File: src/hw/twm_pkg.sv
// package: constants, register map and field layout of the timer waveform block
package twm_pkg;

  // register byte offsets on the axi4-lite bus
  localparam logic [4:0] ADDR_CTRL = 5'h00;
  localparam logic [4:0] ADDR_COUNT = 5'h04;
  localparam logic [4:0] ADDR_CMP_A = 5'h08;
  localparam logic [4:0] ADDR_CMP_B = 5'h0c;
  localparam logic [4:0] ADDR_FLAGS = 5'h10;
  localparam logic [4:0] ADDR_STATUS = 5'h14;

  // flag register bit positions
  localparam int FLAG_OVF = 0;
  localparam int FLAG_CMP_A = 1;
  localparam int FLAG_CMP_B = 2;

  // counting extremes
  localparam logic [7:0] CNT_BOTTOM = 8'h00;
  localparam logic [7:0] CNT_MAX = 8'hff;

  // waveform_mode_select codes
  localparam logic [2:0] MODE_NORMAL = 3'h0;
  localparam logic [2:0] MODE_PC_FF = 3'h1;
  localparam logic [2:0] MODE_CTC = 3'h2;
  localparam logic [2:0] MODE_FAST_FF = 3'h3;
  localparam logic [2:0] MODE_PC_CMPA = 3'h5;
  localparam logic [2:0] MODE_FAST_CMPA = 3'h7;

  // output action codes
  localparam logic [1:0] ACT_OFF = 2'h0;
  localparam logic [1:0] ACT_TOGGLE = 2'h1;
  localparam logic [1:0] ACT_CLEAR = 2'h2;
  localparam logic [1:0] ACT_SET = 2'h3;

  // prescaler: terminal counts for divide by 1, 8, 64, 256, 1024
  localparam logic [9:0] DIV1_LAST = 10'h000;
  localparam logic [9:0] DIV8_LAST = 10'h007;
  localparam logic [9:0] DIV64_LAST = 10'h03f;
  localparam logic [9:0] DIV256_LAST = 10'h0ff;
  localparam logic [9:0] DIV1024_LAST = 10'h3ff;

  // axi response codes
  localparam logic [1:0] RESP_OKAY = 2'h0;
  localparam logic [1:0] RESP_SLVERR = 2'h2;

  // control register layout, low 16 bits of ADDR_CTRL
  typedef struct packed {
    logic port_level_b;   // [15] pin level when channel b is disconnected
    logic port_level_a;   // [14]
    logic [2:0] prescale; // [13:11] 0 stop, 1..5 = /1 /8 /64 /256 /1024
    logic pin_dir_b;      // [10] 1 = pin b is an output
    logic pin_dir_a;      // [9]
    logic [1:0] output_a_action;   // [8:7]
    logic [1:0] output_b_action;   // [6:5]
    logic [1:0] spare;             // [4:3] reads as written, no effect
    logic [2:0] waveform_mode_select; // [2:0]
  } twm_ctrl_t;

  localparam twm_ctrl_t CTRL_RESET = 16'h0000;

  // pin drive pair: level and output enable
  typedef struct packed {
    logic out;
    logic oe;
  } twm_pin_t;

endpackage : twm_pkg

File: src/hw/twm_timer.sv
// module: 8-bit timer with clear-on-match, fast pwm and phase-correct pwm waveforms
// Overview of operation
// (RQ1) mode 2: clear count on channel a match
// (RQ2) ctc compare unbuffered; missed match wraps through 0xff
// (RQ3) ctc with action 1 toggles wave_out_a
// (RQ4) pin driven only when direction selects output
// (RQ5) ctc compare zero toggles every timer clock
// (RQ6) ctc overflow flag when count wraps max
// (RQ7) modes 3/7 count up only, top 0xff/cmpa
// (RQ8) fast pwm clears count tick after top
// (RQ9) fast pwm: clear/set on match, opposite bottom
// (RQ10) fast pwm toggle channel a only with msb
// (RQ11) fast pwm overflow flag at top
// (RQ12) compare double buffered in pwm, direct otherwise
// (RQ13) fast pwm top 0xff gives 256 clocks
// (RQ14) fast pwm extremes: spike or constant level
// (RQ15) modes 1/5 count up then down, repeatedly
// (RQ16) phase-correct holds top one tick, reverses
// (RQ17) phase-correct: up match clear, down match set
// (RQ18) phase-correct toggle channel a only with msb
// (RQ19) phase-correct overflow flag at bottom
// (RQ20) phase-correct top 0xff gives 510 clocks
// (RQ21) phase-correct extremes hold constant level
// (RQ22) phase-correct forced transition keeps bottom symmetry
// (RQ23) action 0 disconnects output, no action
// (RQ24) match sets compare flag; write one clears
// (RQ25) buffered compare loads at top only
// (RQ26) count write blocks matches next tick
//
// Chosen here: the register addresses and the AXI4-Lite register port.
`timescale 1ns/1ps

module twm_timer (
  // clock and reset
  input wire logic aclk,
  input wire logic aresetn,
  // axi4-lite write address
  input wire logic [4:0] s_axi_awaddr,
  input wire logic s_axi_awvalid,
  output logic s_axi_awready,
  // axi4-lite write data
  input wire logic [31:0] s_axi_wdata,
  input wire logic [3:0] s_axi_wstrb,
  input wire logic s_axi_wvalid,
  output logic s_axi_wready,
  // axi4-lite write response
  output logic [1:0] s_axi_bresp,
  output logic s_axi_bvalid,
  input wire logic s_axi_bready,
  // axi4-lite read address
  input wire logic [4:0] s_axi_araddr,
  input wire logic s_axi_arvalid,
  output logic s_axi_arready,
  // axi4-lite read data
  output logic [31:0] s_axi_rdata,
  output logic [1:0] s_axi_rresp,
  output logic s_axi_rvalid,
  input wire logic s_axi_rready,
  // wave pins
  output twm_pkg::twm_pin_t pin_a,
  output twm_pkg::twm_pin_t pin_b
);

  ////////////////////////////////////////////////////////////////////////////
  // register state
  twm_pkg::twm_ctrl_t ctrl_q;       // configuration
  logic [7:0] count_q;              // count_value
  logic up_q;                       // phase-correct direction, 1 = up
  logic block_q;                    // matches blocked until next tick
  logic [7:0] buf_q [2];            // compare values as software wrote them
  logic [7:0] cmp_q [2];            // active compare values
  logic [2:0] flags_q;              // overflow, compare a, compare b
  logic wave_q [2];                 // internal wave output state
  logic [9:0] pre_q;                // prescaler counter

  ////////////////////////////////////////////////////////////////////////////
  // bus handshake decode
  logic wr_go;
  logic rd_go;
  logic [31:0] wmask;
  logic [31:0] wr_ctrl;
  logic wr_count;
  logic [1:0] match;                // compare matches, one per channel

  // write taken only with address and data together, one at a time
  assign wr_go = s_axi_awvalid && s_axi_wvalid && !s_axi_bvalid && !s_axi_awready;
  assign rd_go = s_axi_arvalid && !s_axi_rvalid && !s_axi_arready;
  assign wmask = {{8{s_axi_wstrb[3]}}, {8{s_axi_wstrb[2]}},
                  {8{s_axi_wstrb[1]}}, {8{s_axi_wstrb[0]}}};
  assign wr_ctrl = ({16'h0000, ctrl_q} & ~wmask) | (s_axi_wdata & wmask);
  assign wr_count = wr_go && s_axi_awaddr == twm_pkg::ADDR_COUNT && s_axi_wstrb[0];

  ////////////////////////////////////////////////////////////////////////////
  // mode decode
  logic [2:0] mode;
  logic is_pc;
  logic is_fast;
  logic is_pwm;
  logic [7:0] top;
  logic tick;
  logic at_top;

  assign mode = ctrl_q.waveform_mode_select;
  assign is_pc = mode == twm_pkg::MODE_PC_FF || mode == twm_pkg::MODE_PC_CMPA; // RQ15
  assign is_fast = mode == twm_pkg::MODE_FAST_FF || mode == twm_pkg::MODE_FAST_CMPA; // RQ7
  assign is_pwm = is_pc || is_fast;
  // top follows channel a compare in modes 2, 5, 7, otherwise max
  assign top = (mode == twm_pkg::MODE_CTC || mode == twm_pkg::MODE_PC_CMPA ||
                mode == twm_pkg::MODE_FAST_CMPA) ? cmp_q[0] : twm_pkg::CNT_MAX;
  assign at_top = count_q == top;

  ////////////////////////////////////////////////////////////////////////////
  // prescaler: one-cycle timer tick, stopped when prescale is zero
  logic [9:0] pre_last;

  always_comb begin
    unique case (ctrl_q.prescale)
      3'h1: pre_last = twm_pkg::DIV1_LAST;
      3'h2: pre_last = twm_pkg::DIV8_LAST;
      3'h3: pre_last = twm_pkg::DIV64_LAST;
      3'h4: pre_last = twm_pkg::DIV256_LAST;
      default: pre_last = twm_pkg::DIV1024_LAST;
    endcase
  end

  assign tick = ctrl_q.prescale >= 3'h1 && ctrl_q.prescale <= 3'h5 && pre_q == pre_last;

  // free-running divider; held at zero while prescale is zero
  always_ff @(posedge aclk) begin
    if (!aresetn || ctrl_q.prescale == 3'h0) begin
      pre_q <= 10'h000;
    end else if (pre_q >= pre_last) begin
      pre_q <= 10'h000;
    end else begin
      pre_q <= pre_q + 10'h001;
    end
  end

  ////////////////////////////////////////////////////////////////////////////
  // counter: software write wins over counting
  always_ff @(posedge aclk) begin
    if (!aresetn) begin
      count_q <= twm_pkg::CNT_BOTTOM;
      up_q <= 1'b1;
    end else if (wr_count) begin
      count_q <= s_axi_wdata[7:0];
    end else if (tick) begin
      if (is_pc) begin
        // dual slope: top and bottom each held one tick
        if (up_q && at_top) begin
          up_q <= 1'b0;                                  // RQ16
          count_q <= count_q - 8'h01;
        end else if (!up_q && count_q == twm_pkg::CNT_BOTTOM) begin
          up_q <= 1'b1;                                  // RQ15
          count_q <= count_q + 8'h01;
        end else if (up_q) begin
          count_q <= count_q + 8'h01;
        end else begin
          count_q <= count_q - 8'h01;
        end
      end else if (is_fast || mode == twm_pkg::MODE_CTC) begin
        // single slope, restart from bottom the tick after top
        if (at_top) begin
          count_q <= twm_pkg::CNT_BOTTOM;                // RQ1 RQ8 RQ13
        end else begin
          count_q <= count_q + 8'h01;                    // RQ2 RQ7
        end
      end else begin
        count_q <= count_q + 8'h01;
      end
    end
  end

  ////////////////////////////////////////////////////////////////////////////
  // match blocking after a count write, even while stopped
  always_ff @(posedge aclk) begin
    if (!aresetn) begin
      block_q <= 1'b0;
    end else if (wr_count) begin
      block_q <= 1'b1;                                   // RQ26
    end else if (tick) begin
      block_q <= 1'b0;
    end
  end

  ////////////////////////////////////////////////////////////////////////////
  // per-channel compare storage and wave generation
  genvar ch;
  generate
    for (ch = 0; ch < 2; ch++) begin : g_chan
      logic [1:0] act;
      logic toggle_ok;
      logic ignore;
      logic up_eq;
      logic wr_buf;

      assign act = (ch == 0) ? ctrl_q.output_a_action : ctrl_q.output_b_action;
      // toggle in pwm is offered on channel a with the mode msb only
      assign toggle_ok = !is_pwm || (ch == 0 && mode[2]);      // RQ10 RQ18
      assign match[ch] = tick && !block_q && count_q == cmp_q[ch];
      // channel a at top with clear/set action: match handled at the turn
      assign ignore = ch == 0 && is_pwm && act[1] && cmp_q[0] == top;
      // bottom counts as an up-going match in dual slope
      assign up_eq = up_q || count_q == twm_pkg::CNT_BOTTOM;
      assign wr_buf = wr_go && s_axi_wstrb[0] &&
                      s_axi_awaddr == ((ch == 0) ? twm_pkg::ADDR_CMP_A : twm_pkg::ADDR_CMP_B);

      // buffer written by software
      always_ff @(posedge aclk) begin
        if (!aresetn) begin
          buf_q[ch] <= twm_pkg::CNT_BOTTOM;
        end else if (wr_buf) begin
          buf_q[ch] <= s_axi_wdata[7:0];
        end
      end

      // active value: direct outside pwm, loaded at top inside pwm
      always_ff @(posedge aclk) begin
        if (!aresetn) begin
          cmp_q[ch] <= twm_pkg::CNT_BOTTOM;
        end else if (!is_pwm) begin
          cmp_q[ch] <= wr_buf ? s_axi_wdata[7:0] : buf_q[ch];  // RQ2 RQ12
        end else if (tick && at_top && (is_fast || up_q)) begin
          cmp_q[ch] <= buf_q[ch];                               // RQ12 RQ25
        end
      end

      // wave output register; action changes act at the next match, or at top for clear/set in pwm
      always_ff @(posedge aclk) begin
        if (!aresetn) begin
          wave_q[ch] <= 1'b0;
        end else if (tick && act != twm_pkg::ACT_OFF) begin   // RQ23
          if (is_fast) begin
            if (at_top && act[1]) begin
              wave_q[ch] <= ~act[0];                          // RQ9 RQ14
            end else if (match[ch] && !ignore) begin
              if (act[1]) begin
                wave_q[ch] <= act[0];                         // RQ9 RQ14
              end else if (toggle_ok) begin
                wave_q[ch] <= ~wave_q[ch];                    // RQ10
              end
            end
          end else if (is_pc) begin
            if (up_q && at_top && act[1] && (ignore || count_q > cmp_q[ch])) begin
              // turning at top: level as the down-going match leaves it when
              // compare sits at top, else as the up-going match that was missed
              wave_q[ch] <= ignore ? ~act[0] : act[0];       // RQ21 RQ22
            end else if (match[ch] && !ignore) begin
              if (act[1]) begin
                wave_q[ch] <= up_eq ? act[0] : ~act[0];       // RQ17 RQ21
              end else if (toggle_ok) begin
                wave_q[ch] <= ~wave_q[ch];                    // RQ18
              end
            end
          end else if (match[ch]) begin
            // normal and ctc: toggle, clear or set on every match
            unique case (act)
              twm_pkg::ACT_TOGGLE: wave_q[ch] <= ~wave_q[ch]; // RQ3 RQ5
              twm_pkg::ACT_CLEAR: wave_q[ch] <= 1'b0;
              default: wave_q[ch] <= 1'b1;
            endcase
          end
        end
      end
    end
  endgenerate

  ////////////////////////////////////////////////////////////////////////////
  // flags: hardware set wins over a write-one clear in the same cycle
  logic ovf_evt;

  assign ovf_evt = tick && (is_pc ? (!up_q && count_q == 8'h01)   // RQ19 RQ20
                                  : is_fast ? at_top               // RQ11
                                  : count_q == twm_pkg::CNT_MAX);  // RQ6

  always_ff @(posedge aclk) begin
    if (!aresetn) begin
      flags_q <= 3'h0;
    end else begin
      flags_q <= (flags_q & ~((wr_go && s_axi_awaddr == twm_pkg::ADDR_FLAGS && s_axi_wstrb[0])
                              ? s_axi_wdata[2:0] : 3'h0))
                 | {match[1], match[0], ovf_evt};            // RQ24
    end
  end

  ////////////////////////////////////////////////////////////////////////////
  // control register
  always_ff @(posedge aclk) begin
    if (!aresetn) begin
      ctrl_q <= twm_pkg::CTRL_RESET;
    end else if (wr_go && s_axi_awaddr == twm_pkg::ADDR_CTRL) begin
      ctrl_q <= wr_ctrl[15:0];
    end
  end

  ////////////////////////////////////////////////////////////////////////////
  // pins: wave state only when the action connects it, drive only as output
  logic [1:0] connect;

  assign connect[0] = ctrl_q.output_a_action[1] ||
                      (ctrl_q.output_a_action == twm_pkg::ACT_TOGGLE && (!is_pwm || mode[2]));
  assign connect[1] = ctrl_q.output_b_action[1] ||
                      (ctrl_q.output_b_action == twm_pkg::ACT_TOGGLE && !is_pwm);

  always_ff @(posedge aclk) begin
    if (!aresetn) begin
      pin_a <= 2'b00;
      pin_b <= 2'b00;
    end else begin
      pin_a.oe <= ctrl_q.pin_dir_a;                                    // RQ4
      pin_a.out <= connect[0] ? wave_q[0] : ctrl_q.port_level_a;       // RQ23
      pin_b.oe <= ctrl_q.pin_dir_b;                                    // RQ4
      pin_b.out <= connect[1] ? wave_q[1] : ctrl_q.port_level_b;       // RQ23
    end
  end

  ////////////////////////////////////////////////////////////////////////////
  // axi write channel: ready pulses with the take, response raised in the same cycle
  always_ff @(posedge aclk) begin
    if (!aresetn) begin
      s_axi_awready <= 1'b0;
      s_axi_wready <= 1'b0;
      s_axi_bvalid <= 1'b0;
      s_axi_bresp <= twm_pkg::RESP_OKAY;
    end else begin
      s_axi_awready <= wr_go;
      s_axi_wready <= wr_go;
      if (wr_go) begin
        s_axi_bvalid <= 1'b1;
        // status is read-only, unknown offsets are errors
        s_axi_bresp <= (s_axi_awaddr > twm_pkg::ADDR_FLAGS || s_axi_awaddr[1:0] != 2'h0)
                       ? twm_pkg::RESP_SLVERR : twm_pkg::RESP_OKAY;
      end else if (s_axi_bready) begin
        s_axi_bvalid <= 1'b0;
      end
    end
  end

  ////////////////////////////////////////////////////////////////////////////
  // axi read channel: data registered with the address take
  always_ff @(posedge aclk) begin
    if (!aresetn) begin
      s_axi_arready <= 1'b0;
      s_axi_rvalid <= 1'b0;
      s_axi_rdata <= 32'h0000_0000;
      s_axi_rresp <= twm_pkg::RESP_OKAY;
    end else begin
      s_axi_arready <= rd_go;
      if (rd_go) begin
        s_axi_rvalid <= 1'b1;
        s_axi_rresp <= twm_pkg::RESP_OKAY;
        unique case (s_axi_araddr)
          twm_pkg::ADDR_CTRL: s_axi_rdata <= {16'h0000, ctrl_q};
          twm_pkg::ADDR_COUNT: s_axi_rdata <= {24'h000000, count_q};
          twm_pkg::ADDR_CMP_A: s_axi_rdata <= {24'h000000, buf_q[0]};
          twm_pkg::ADDR_CMP_B: s_axi_rdata <= {24'h000000, buf_q[1]};
          twm_pkg::ADDR_FLAGS: s_axi_rdata <= {29'h00000000, flags_q};
          twm_pkg::ADDR_STATUS: s_axi_rdata <= {29'h00000000, up_q, wave_q[1], wave_q[0]};
          default: begin
            s_axi_rdata <= 32'h0000_0000;
            s_axi_rresp <= twm_pkg::RESP_SLVERR;
          end
        endcase
      end else if (s_axi_rready) begin
        s_axi_rvalid <= 1'b0;
      end
    end
  end

endmodule : twm_timer
File: config.mk
export PLATFORM = sky130hd
export DESIGN_NAME = twm_timer
export DESIGN_NICKNAME = d
export VERILOG_FILES = /design/src/hw/twm_pkg.sv /design/src/hw/twm_timer.sv
export SDC_FILE = /design/constraint.sdc
export NUM_CORES = 1
export LEC_CHECK = 0
export BUFFER_PORTS_ARGS = -buffer_cell sky130_fd_sc_hd__buf_2
export CORE_AREA = 2 2 115 117
export CTS_CLUSTER_DIAMETER = 150
export DETAILED_ROUTE_END_ITERATION = 10
export DIE_AREA = 0 0 117 119
export GPL_TIMING_DRIVEN = 0
export PLACE_DENSITY = 0.77
export SLEW_MARGIN = 20
export SYNTH_ARGS = -nofsm -noshare
export SYNTH_HDL_FRONTEND = slang
export SYNTH_SLANG_ARGS = --single-unit
File: constraint.sdc
create_clock -name aclk -period 5.13 [get_ports aclk]
set_input_delay 0.513 -clock aclk [delete_from_list [all_inputs] [get_ports aclk]]
set_output_delay 0.513 -clock aclk [all_outputs]
set_load 0.005 [all_outputs]
# [After elaboration in Yosys (flattened, before gate mapping)]
# Memory sizes are Yosys's and may differ from the RTL's.
# Index checks and enable logic that the tools add are counted.
[word_totals] regBits=83 mem_bits_rw=34 memories=3
[classes] n_addsub=3 order_cmp=6 eq_ne=29 mux=186 n_bitwise=36 n_reduce_logical=76
[memory_table] name="buf_q" depth=2 width=8 read_ports=2 rd_clocked_by_memory_dff=0 wr=2 line_no="twm_timer.sv:70" text="logic [7:0] buf_q [2];"
[memory_table] name="cmp_q" depth=2 width=8 read_ports=2 rd_clocked_by_memory_dff=0 wr=2 line_no="twm_timer.sv:71" text="logic [7:0] cmp_q [2];"
[memory_table] name="wave_q" depth=2 width=1 read_ports=2 rd_clocked_by_memory_dff=0 wr=2 line_no="twm_timer.sv:73" text="logic wave_q [2];"
[op_table] operator="$mux W1" count=164
[op_table] operator="$mux W8" count=17
[op_table] operator="$pmux W16 S6" count=1
[op_table] operator="$pmux W10 S4" count=1
[op_table] operator="$logic_and A1 B1 Y1" count=37
[op_table] operator="$and A16 B16 Y16" count=2
[op_table] operator="$eq A8 B8 Y1" count=4
[op_table] operator="$or A1 B1 Y1" count=24
[op_table] operator="$eq A5 B4 Y1 const B" count=4
[op_table] operator="$gt A8 B8 Y1" count=2
[op_table] operator="$not A16 Y16" count=1
[op_table] operator="$or A16 B16 Y16" count=1
[op_table] operator="$eq A5 B5 Y1 const B" count=3
[op_table] operator="$logic_or A1 B1 Y1" count=14
[op_table] operator="$reduce_bool A2 Y1" count=7
[op_table] operator="$eq A3 B2 Y1 const B" count=4
[op_table] operator="$add A10 B1 Y10 const B" count=1
[op_table] operator="$eq A10 B10 Y1" count=1
[op_table] operator="$eq A5 B3 Y1 const B" count=2
[op_table] operator="$ge A10 B10 Y1" count=1
[op_table] operator="$logic_not A5 Y1" count=2
[op_table] operator="$eq A3 B3 Y1 const B" count=3
[op_table] operator="$logic_not A1 Y1" count=9
[op_table] operator="$add A8 B1 Y8 const B" count=1
[op_table] operator="20 further kinds" count=30

# [Logic depth before layout (Yosys ltp)]
[logic_depth] ltp_word=22 depth_mapped=13

# [Worst setup path after synthesis]
# OpenSTA, ideal clock, no wires.
[synth_timing] kind="register to register" start="register with a tool-made name" end="memory cmp_q[0][0] (enable)" setup_ns=0.376 arrival_ns=2.461 required_ns=4.754 path_slack_ns=2.293 stages_incl_launch_ff=12 cell_sequence="dfxtp_1 > clkbuf_1 > xnor2_1 > nor2_1 > ha_1 > nand4_1 > nor3_1 > and2_1 > nand2_1 > or2_1 > clkbuf_1 > o211ai_1"
[synth_rtl] element="end, declared" line_no="twm_timer.sv:71"

==> flow_summary.json <==
{
  "outcome": "finished clean",
  "die_h_microns": 119,
  "ys_seq_area_frac": 0.3731,
  "initial_core_util": 0.4813,
  "startpoint_type": "flop",
  "grt_pass1_vias": 5335,
  "cts_made_buffers": 9,
  "power.density_nw_per_um2": 237.3,
  "design.final.nets": 892,
  "clk_pin_slew_worst_paths_ns": 0.08,
  "antenna_found_initial": 0,
  "dp_cells": 968,
  "synth-seq-cells": 99,
  "rsz0062_at_grt": "no",
  "p_leak_nw": 2.911,
  "routed_wl_microns": 17410,
  "dr.first_iter.drc_count": 591,
  "n_antenna_cell": 0,
  "first_pass_iters": 5,
  "cp_max_fo": 8,
  "cts_resized": 0,
  "clockRootBuffer": "clkbuf_16",
  "place_congestion": 0.9699,
  "synth_cells": 716,
  "grt_max_degree": 20,
  "syn_avg_cell_area_sq_um": 8.655,
  "stdcell_count": 984,
  "track_usage": 0.2530,
  "place_area_sq_um": 6789,
  "post-route-util": 0.5523,
  "mostFrequentLayoutCells": "nor2_1 (72), dfxtp_1 (66), buf_2 (65), nand2_1 (64), a21oi_1 (42)",
  "synth_area_sq_um": 6197,
  "post_cts_buffers": 0,
  "hold_violations": 0,
  "ios": 98,
  "drc": 0,
  "critPathArrivalTime_ns": 3.44,
  "syn2layout_area_growth_pct": 14.74,
  "fin_skew_ns": 0.009164,
  "die_area_sq_um": 13920,
  "ant_nets": 0,
  "finalSetupTns_ns": 0,
  "finalCritPeriodShare": 0.6739,
  "maxCapViolations": 0,
  "ys_types": 73,
  "grt_pass1_wl_microns": 27420,
  "ir_drop_uv": 159.4,
  "period_minus_slack_ns": 3.457,
  "core_area_sq_um": 12870,
  "worst_setup_path_end_kind": "flop",
  "hold_path.class": "input port to flop",
  "synth_edf_count": 33,
  "dominantRegCellSynth": "dfxtp_1",
  "setup_violations": 0,
  "port_buffers": 59,
  "wire_per_inst_microns": 17.70,
  "hold_buffers": 0,
  "cts.path.max_buffers": 2,
  "async_flop_share": 0,
  "worst_pin_slew_ns": 0.9799,
  "fin_area_sq_um": 7111,
  "report.final.slew_viol_count": 0,
  "layout-drive-gt1-share": 0.1473,
  "final_common_cell": "nor2_1",
  "maxSlewHeadroom": 0.3451,
  "fmax_ghz": 0.2893,
  "path_class": "flop to flop",
  "place_hpwl_microns": 12890,
  "ys_warn_count": 0,
  "cts_tree": "yes",
  "die_w_microns": 117,
  "cts_sinks": 99,
  "htree_levels": 3,
  "power_w": 0.001687,
  "num_vias": 5751,
  "clk_latency_ns": 0.35,
  "gr-total-overflow": 0,
  "std_cell_rows": 42,
  "via_per_inst": 5.845,
  "required_ns": 5.11
}
==> layout make-up <==
class / instances / area [sq um]
inverter: 37 / 138.9
timing repair buffer: 59 / 295.3
multi-input combinational: 541 / 3530
clock inverter: 7 / 96.34
fill: 1177 / 5764
sequential: 99 / 2312
buffer: 56 / 292.8
tap: 176 / 220.2
clock buffer: 9 / 225.2
==> critical path: stages, from the launching register on <==
cell      delay [ns]
dfxtp_1         0.31
clkbuf_1        0.25
xnor2_1         0.16
nor2_1          0.10
ha_1            0.32
nand4_1         0.18
nor3_1          0.34
and2_1          0.26
nand2_1         0.13
or2_1           0.22
clkbuf_1        0.15
o211ai_1        0.66
==> kinds of logic after synthesis <==
logic type,count (synthesis),synth area share
fa+ha+maj,36,0.07268
compound gates,168,0.1855
mux,24,0.04119
simple gates,275,0.2290
buf+inv,93,0.06965
flops,99,0.3731
other cells,1,0.0006051
xor+xnor,20,0.02827
==> cells in the mapped netlist (all sizes together), types with 26 or more instances <==
library cell	n	area share
o21ai	29	0.025
ha	36	0.073
buf	30	0.031
nor2	72	0.044
dfxtp	66	0.21
nand2	64	0.039
a21oi	43	0.035
inv	37	0.022
clkbuf	26	0.016
edfxtp	33	0.16
==> metal layers <==
layer | up-vias | routed length (microns) | GRT usage
li1 | 2746 | - | -
met1 | 2669 | 7440 | 0.3488
met2 | 282 | 7844 | 0.3916
met3 | 54 | 1470 | 0.04580
met4 | 0 | 656 | 0.09926
met5 | - | 0 | 0
==> path summary, 6_finish.rpt <==
check	start	endpoint	slack (ns)	depth (start not counted)
setup / recovery	flop	cmp_q[1][7]	1.67	11
hold reg to reg	flop	flop	0.46	2
setup reg to reg	flop	cmp_q[1][7]	1.67	11
hold / removal	s_axi_wdata[15]	flop	0.39	3
==> report_power, final <==
part           switching, W  internal, W  leakage [nW]  total (W)
Sequential        0.0000128     0.000824         0.893   0.000837
Combinational     0.0000769    0.0000518          1.86   0.000129
Clock              0.000329     0.000392         0.154   0.000721
Total              0.000419      0.00127          2.91    0.00169
==> through the flow <==
stage | setup WS, ns | hold WS (ns)
2_1_floorplan | 2.293 | 0.4312
6_report | 1.673 | 0.3924
3_5_place_dp | 1.680 | 0.4529
4_1_cts | 1.646 | 0.3924
5_1_grt | 1.423 | 0.4051
3_3_place_gp | 1.770 | 0.4387
(Power assumes the default switching activity.)
